--- src/pkg/eit_pkg.sv ---
// Constants for the eight-bit interval timer
package eit_pkg;
   localparam logic [15:0] EIT_ADDR_CONTROL = 16'hFFCC;
   localparam logic [15:0] EIT_ADDR_COMPARE = 16'hFFCD;
   localparam logic [15:0] EIT_ADDR_COUNT   = 16'hFFCE;
   localparam int          EIT_RUN_BIT      = 7;
   localparam int          EIT_SEL_HI_BIT   = 2;
   localparam int          EIT_SEL_LO_BIT   = 1;
   localparam logic [7:0]  EIT_CONTROL_RST  = 8'h00;
   localparam logic [7:0]  EIT_CONTROL_MASK = 8'h86;
   localparam logic [7:0]  EIT_COUNT_RST    = 8'h00;
   localparam logic [7:0]  EIT_COMPARE_RST  = 8'h00;
   localparam int          EIT_DIV_W        = 16;
   localparam int          EIT_TAP_SEL0     = 5;
   localparam int          EIT_TAP_SEL1     = 7;
   localparam int          EIT_TAP_SEL2     = 9;
   localparam int          EIT_TAP_SEL3     = 15;
endpackage

--- src/eit_prescaler.sv ---
// Free-running divider producing the selected count clock level
`timescale 1ns/1ns
module eit_prescaler
   import eit_pkg::*;
#(
   parameter int DIV_W = EIT_DIV_W
) (
   input  wire logic       clk,
   input  wire logic       rst_n,
   input  wire logic [1:0] sel,
   output logic            count_clk
);
   logic [DIV_W-1:0] div_q;
   logic [DIV_W-1:0] div_d;
   logic             cc_q;
   logic             cc_d;

   always_comb begin
      div_d = div_q + {{(DIV_W-1){1'b0}}, 1'b1};
      case (sel)
         2'h0: cc_d = div_q[EIT_TAP_SEL0];
         2'h1: cc_d = div_q[EIT_TAP_SEL1];
         2'h2: cc_d = div_q[EIT_TAP_SEL2];
         default: cc_d = div_q[EIT_TAP_SEL3];
      endcase
   end

   always_ff @(posedge clk or negedge rst_n) begin
      if (!rst_n) begin
         div_q <= '0;
         cc_q  <= 1'b0;
      end else begin
         div_q <= div_d;
         cc_q  <= cc_d;
      end
   end

   assign count_clk = cc_q;
endmodule // eit_prescaler

--- src/eit_timer.sv ---
// Eight-bit interval timer with control, compare and count registers
`timescale 1ns/1ns
module eit_timer
   import eit_pkg::*;
(
   input  wire logic        clk,
   input  wire logic        rst_n,
   input  wire logic [15:0] addr,
   input  wire logic        wr_en,
   input  wire logic        rd_en,
   input  wire logic [7:0]  wdata,
   output logic [7:0]       rdata,
   output logic             match_irq
);
   typedef enum logic [1:0] {
      EIT_IDLE = 2'b01,
      EIT_RUN  = 2'b10
   } eit_state_e;

   // Counter state
   eit_state_e state_q;
   eit_state_e state_d;
   logic [7:0] count_value_q;
   logic [7:0] count_value_d;
   logic       irq_q;
   logic       irq_d;

   // Software visible registers
   logic [7:0] timer_control_q;
   logic [7:0] timer_control_d;
   logic [7:0] compare_value_q;
   logic [7:0] compare_value_d;
   logic [7:0] rdata_q;
   logic [7:0] rdata_d;

   // Count clock and its edge detector
   logic       count_clk;
   logic       cc_prev_q;
   logic       cc_prev_d;
   logic       cc_rise;

   // Control fields and bus decode
   logic       run_enable;
   logic [1:0] clock_sel;
   logic       count_match;
   logic       ctl_wr;
   logic       cmp_wr;
   logic       ctl_rd;
   logic       cnt_rd;

   // Address decode shared by the write and read paths
   function automatic logic hit(
      input logic [15:0] a,
      input logic [15:0] ref_a
   );
      hit = (a == ref_a);
   endfunction

   // Free-running divider, not restarted at enable
   eit_prescaler #(
      .DIV_W(EIT_DIV_W)
   ) u_prescaler (
      .clk      (clk),
      .rst_n    (rst_n),
      .sel      (clock_sel),
      .count_clk(count_clk)
   );

   assign run_enable = timer_control_q[EIT_RUN_BIT];
   assign clock_sel  = {timer_control_q[EIT_SEL_HI_BIT], timer_control_q[EIT_SEL_LO_BIT]};
   assign cc_rise    = count_clk & ~cc_prev_q;

   // Bus strobes decoded once for the register groups
   // Writes to the count address are ignored
   assign ctl_wr     = wr_en & hit(addr, EIT_ADDR_CONTROL);
   assign cmp_wr     = wr_en & hit(addr, EIT_ADDR_COMPARE);
   assign ctl_rd     = rd_en & hit(addr, EIT_ADDR_CONTROL);
   assign cnt_rd     = rd_en & hit(addr, EIT_ADDR_COUNT);

   // Match seen at all times, acted on at the next count clock edge
   assign count_match = (count_value_q == compare_value_q);

   // Control register, reserved bits held at zero
   always_comb begin
      timer_control_d = timer_control_q;
      if (ctl_wr) begin
         // Bits 0 and 3 to 6 cannot be set by a careless write
         timer_control_d = wdata & EIT_CONTROL_MASK;
      end
   end

   always_ff @(posedge clk or negedge rst_n) begin
      if (!rst_n) begin
         timer_control_q <= EIT_CONTROL_RST;
      end else begin
         timer_control_q <= timer_control_d;
      end
   end

   // Compare register
   always_comb begin
      compare_value_d = compare_value_q;
      if (cmp_wr) begin
         // Accepted while running; a match may then fire at the next count clock edge
         compare_value_d = wdata;
      end
   end

   always_ff @(posedge clk or negedge rst_n) begin
      if (!rst_n) begin
         compare_value_q <= EIT_COMPARE_RST;
      end else begin
         compare_value_q <= compare_value_d;
      end
   end

   // Read data, zero unless a readable register is addressed
   // Compare is write-only and reads as zero
   always_comb begin
      rdata_d = 8'h00;
      if (ctl_rd) begin
         rdata_d = timer_control_q;
      end else if (cnt_rd) begin
         rdata_d = count_value_q;
      end
   end

   always_ff @(posedge clk or negedge rst_n) begin
      if (!rst_n) begin
         rdata_q <= 8'h00;
      end else begin
         rdata_q <= rdata_d;
      end
   end

   // Counter state machine
   always_comb begin
      state_d       = state_q;
      count_value_d = count_value_q;
      irq_d         = 1'b0;
      case (state_q)
         EIT_IDLE: begin
            // Stopped: count held at zero until enabled
            count_value_d = EIT_COUNT_RST;
            if (run_enable) begin
               state_d = EIT_RUN;
            end
         end
         EIT_RUN: begin
            if (!run_enable) begin
               // Stopping drops any pending edge
               state_d       = EIT_IDLE;
               count_value_d = EIT_COUNT_RST;
            end else if (cc_rise) begin
               // Zero compare matches on every rising edge
               if (count_match) begin
                  count_value_d = EIT_COUNT_RST;
                  irq_d         = 1'b1;
               end else begin
                  count_value_d = count_value_q + 8'h01;
               end
            end
         end
         default: begin
            // Illegal state code returns to idle
            state_d       = EIT_IDLE;
            count_value_d = EIT_COUNT_RST;
         end
      endcase
   end

   always_ff @(posedge clk or negedge rst_n) begin
      if (!rst_n) begin
         state_q       <= EIT_IDLE;
         count_value_q <= EIT_COUNT_RST;
         irq_q         <= 1'b0;
      end else begin
         state_q       <= state_d;
         count_value_q <= count_value_d;
         irq_q         <= irq_d;
      end
   end

   // Count clock edge detector
   always_comb begin
      // Level tracked while stopped, forced low at enable so a high clock counts at once
      cc_prev_d = count_clk;
      if (state_q == EIT_IDLE && run_enable) begin
         cc_prev_d = 1'b0;
      end
   end

   always_ff @(posedge clk or negedge rst_n) begin
      if (!rst_n) begin
         cc_prev_q <= 1'b0;
      end else begin
         cc_prev_q <= cc_prev_d;
      end
   end

   // Outputs straight from flops
   assign rdata     = rdata_q;
   assign match_irq = irq_q;
endmodule // eit_timer

--- config.mk ---
export PLATFORM = sky130hd
export DESIGN_NAME = eit_timer
export DESIGN_NICKNAME = d
export VERILOG_FILES = /design/src/pkg/eit_pkg.sv /design/src/eit_prescaler.sv /design/src/eit_timer.sv
export SDC_FILE = /design/constraint.sdc
export NUM_CORES = 1
export LEC_CHECK = 0
export BUFFER_PORTS_ARGS = -buffer_cell sky130_fd_sc_hd__buf_2
export CAP_MARGIN = 20
export CORE_MARGIN = 2
export CORE_UTILIZATION = 32
export CTS_CLUSTER_DIAMETER = 200
export DETAILED_ROUTE_END_ITERATION = 12
export PLACE_DENSITY = 0.51
export SLEW_MARGIN = 20
export SYNTH_ARGS = -nofsm -noshare
export SYNTH_HDL_FRONTEND = slang
export SYNTH_HIERARCHICAL = 1
export SYNTH_SLANG_ARGS = --single-unit
--- constraint.sdc ---
create_clock -name clk -period 4.6 [get_ports clk]
set_clock_uncertainty 0.1 [all_clocks]
set_input_delay 0.92 -clock clk [delete_from_list [all_inputs] [get_ports clk]]
set_output_delay 0.92 -clock clk [all_outputs]
set_load 0.01 [all_outputs]
==> results.toml <==
[drt]
dr.pass1.iters = 4
drc = 0
wl_per_cell_um = 13.6
routed-wl-met3_um = 160
met2_length_um = 1970
wl_um = 4050
top_layer_used = "met4"
ant_nets = 0
viasPerCell = 4.70
vias = 1404
drtIter0Drc = 57
m1WireLength_um = 1910

[setup_path]
critPathSlowestCell = "nor4_2"
path_cells = "buf_2 > nand4bb_1 > nor4_2 > nand2b_1 > nor3b_2 > mux2_2"
max_stage_delay_ns = 0.38
critPathLaunchType = "input port"
cp_max_fo = 3
end_kind = "flop"
crit_arrival_ns = 2.38
r2r_cells = 5
criticalPathCategory = "in2reg"
regToRegSetupSlack_ns = 2.67
rr_endpoint = "count_value_q[5]"
reg2reg_from = "count_value_q[2]"
worst-endpoint-required_ns = 4.69

[cts]
clockRootBuffer = "clkbuf_8"
cts_htree_levels = 2
clk_latency_ns = 0.30
numCtsBuffers = 5
cts_num_sinks = 48
hold_buffers = 0
cts_tree = "done"
clock_path_buffers = 2
clk_pin_slew_ns = 0.09
cts_setup_buffers = 0
cts_resized = 0

[floorplan]
core_um2 = 6460
chipHeight_um = 86.2
ios = 37
start_util_pct = 33.5
die_area_um2 = 7440
num_rows = 29
die_w_um = 86.2

[logic_synthesis]
syn_avg_cell_area_um2 = 12.2
yosys.area.top_type_share_pct = 54.3
netlist_instances = 178
synth_cell_types = 38
ys_ff_latch = 48
synth_area_um2 = 2160
ys_warn_count = 6
synth_top_cell_by_area = "dfrtp_1"
seq_area_frac_synth_pct = 55.5
synthTopCellsByArea = "dfrtp_1 (54%), xor2_1 (7.3%), mux2_2 (5.7%)"
synth_nets = 208

[final_layout]
final_cell_mix = "dfrtp_1 (47), buf_2 (36), xor2_1 (18), nand2_1 (16), mux2_2 (11)"
final_common_cell = "dfrtp_1"
stdcell_area_um2 = 2530
drive_gt1_share_pct = 31.1
syn_to_final_growth_pct = 16.9
antennaDiodeCount = 0
fin_nets = 251

[sta]
setup_tns_ns = 0
finalMaxSlewViolations = 0
setup_viol = 0
period_needed_ns = 2.29
slew_headroom_pct = 59.1
rsz0062_at_grt = "false"
finalHoldViolCount = 0
fmax_mhz = 436
min_period_over_period_pct = 49.9
worstMarginPinSlew_ns = 0.614
postLayoutSetupSlackWorst_ns = 2.31

[global_route]
grt_overflow = 0
grt_pass1_vias = 1463
grt_pass1_wl_um = 6910
grt_usage_pct = 11.8
antenna_found_initial = 0
grt_max_degree = 49

[power]
ir_drop_uv = 156
p_leak_nw = 1.26
power_density_nw_per_um2 = 276

[placement]
gp_congestion = 0.729
place_area_um2 = 2440
hpwl_um = 2960
portBuffers = 36
dp_slack_ns = 1.99

[min_path]
hold_path.class = "reg2reg"
hp-start = "u_prescaler/div_q[15]"
hold_depth = 1
holdPathEnd = "u_prescaler/div_q[15]"

[outcome]
status = "finished clean"

[run]
drv_cap = 0
[critical path, delay by kind of cell]
kind	cells	cell delay [ns]
simple gates	4	1.00
buf+inv	1	0.09
mux	1	0.37
[synthesized netlist by cell type]
master and n:
a21boi_0 1, a21oi_1 3, a21oi_2 1, a22o_1 3
and2_1 5, and3_1 1, and4b_1 2, clkbuf_1 1
dfrtp_1 47, dfstp_2 1, ha_1 2, inv_1 9
mux2_2 11, mux4_2 1, nand2_1 16, nand2b_1 2
nand3_1 6, nand3_2 1, nand4_1 4, nand4_2 1
nand4_4 1, nand4b_1 1, nand4b_2 1, nand4bb_1 1
nor2_1 7, nor2b_1 3, nor3_1 2, nor3_2 1
nor3b_1 1, nor3b_2 1, nor4_1 2, nor4_2 5
o21ai_0 5, o21ai_2 1, o22ai_1 3, o311ai_0 1
xnor2_1 6, xor2_1 18
[metal layers]
metal,global-route usage (%),vias up
li1,-,704
met1,15.5,680
met2,19.2,18
met3,3.43,2
met4,3.41,0
met5,0,-
[cell families after synthesis]
family	after synthesis	share of synthesized area (%)
adder cells (fa/ha/maj)	2	1.16
flip-flops	48	55.5
AO/OA/AOI/OAI	18	5.49
buffers and inverters	10	1.73
multiplexers	12	6.76
AND/OR/NAND/NOR	64	19.6
XOR/XNOR	24	9.71
[worst max-delay path by stage]
stage / from / end / slack [ns] / cells after the start
floorplan: addr[4] / timer_control_q[1] / 2.20 / 5
global placement: addr[4] / timer_control_q[2] / 2.01 / 6
detailed placement: addr[4] / timer_control_q[7] / 1.99 / 6
CTS: addr[4] / timer_control_q[2] / 2.31 / 6
global route: addr[4] / timer_control_q[2] / 2.21 / 6
finish: addr[4] / timer_control_q[2] / 2.31 / 6
[sequential cells by signal, summed over array words and instances (netlist names)]
name and flops:
u_prescaler/count_clk 1, compare_value_q 8, u_prescaler/div_q 16, match_irq 1
count_value_q 8, timer_control_q 3, state_q 2, rdata 8
cc_prev_q 1
[per-stage QoR]
stage	instances	hold WS [ns]	utilization (%)	total power, W
2_1_floorplan	178	0.337	-	0.000432
3_3_place_gp	291	0.359	37.9	0.000454
3_5_place_dp	291	0.368	37.9	0.000454
4_1_cts	299	0.383	39.2	0.000706
5_1_grt	299	0.391	39.2	0.000727
6_report	299	0.375	39.2	0.000698
[report_power, final]
| part | internal [W] | switching, W |
|---|---|---|
| sequential | 0.000422 | 0.0000000351 |
| clock | 0.000109 | 0.000145 |
| combinational | 0.0000100 | 0.0000128 |
[layout make-up]
cell class | count | area, um2
fillers | 649 | 3930
flip-flops and latches | 48 | 1200
multi-input cells | 120 | 925
repair buffers | 37 | 188
well taps | 77 | 96.3
clock buffers | 7 | 76.3
inverters | 9 | 33.8
clock inverters | 1 | 8.76
Power figures use the tool's default switching activity.
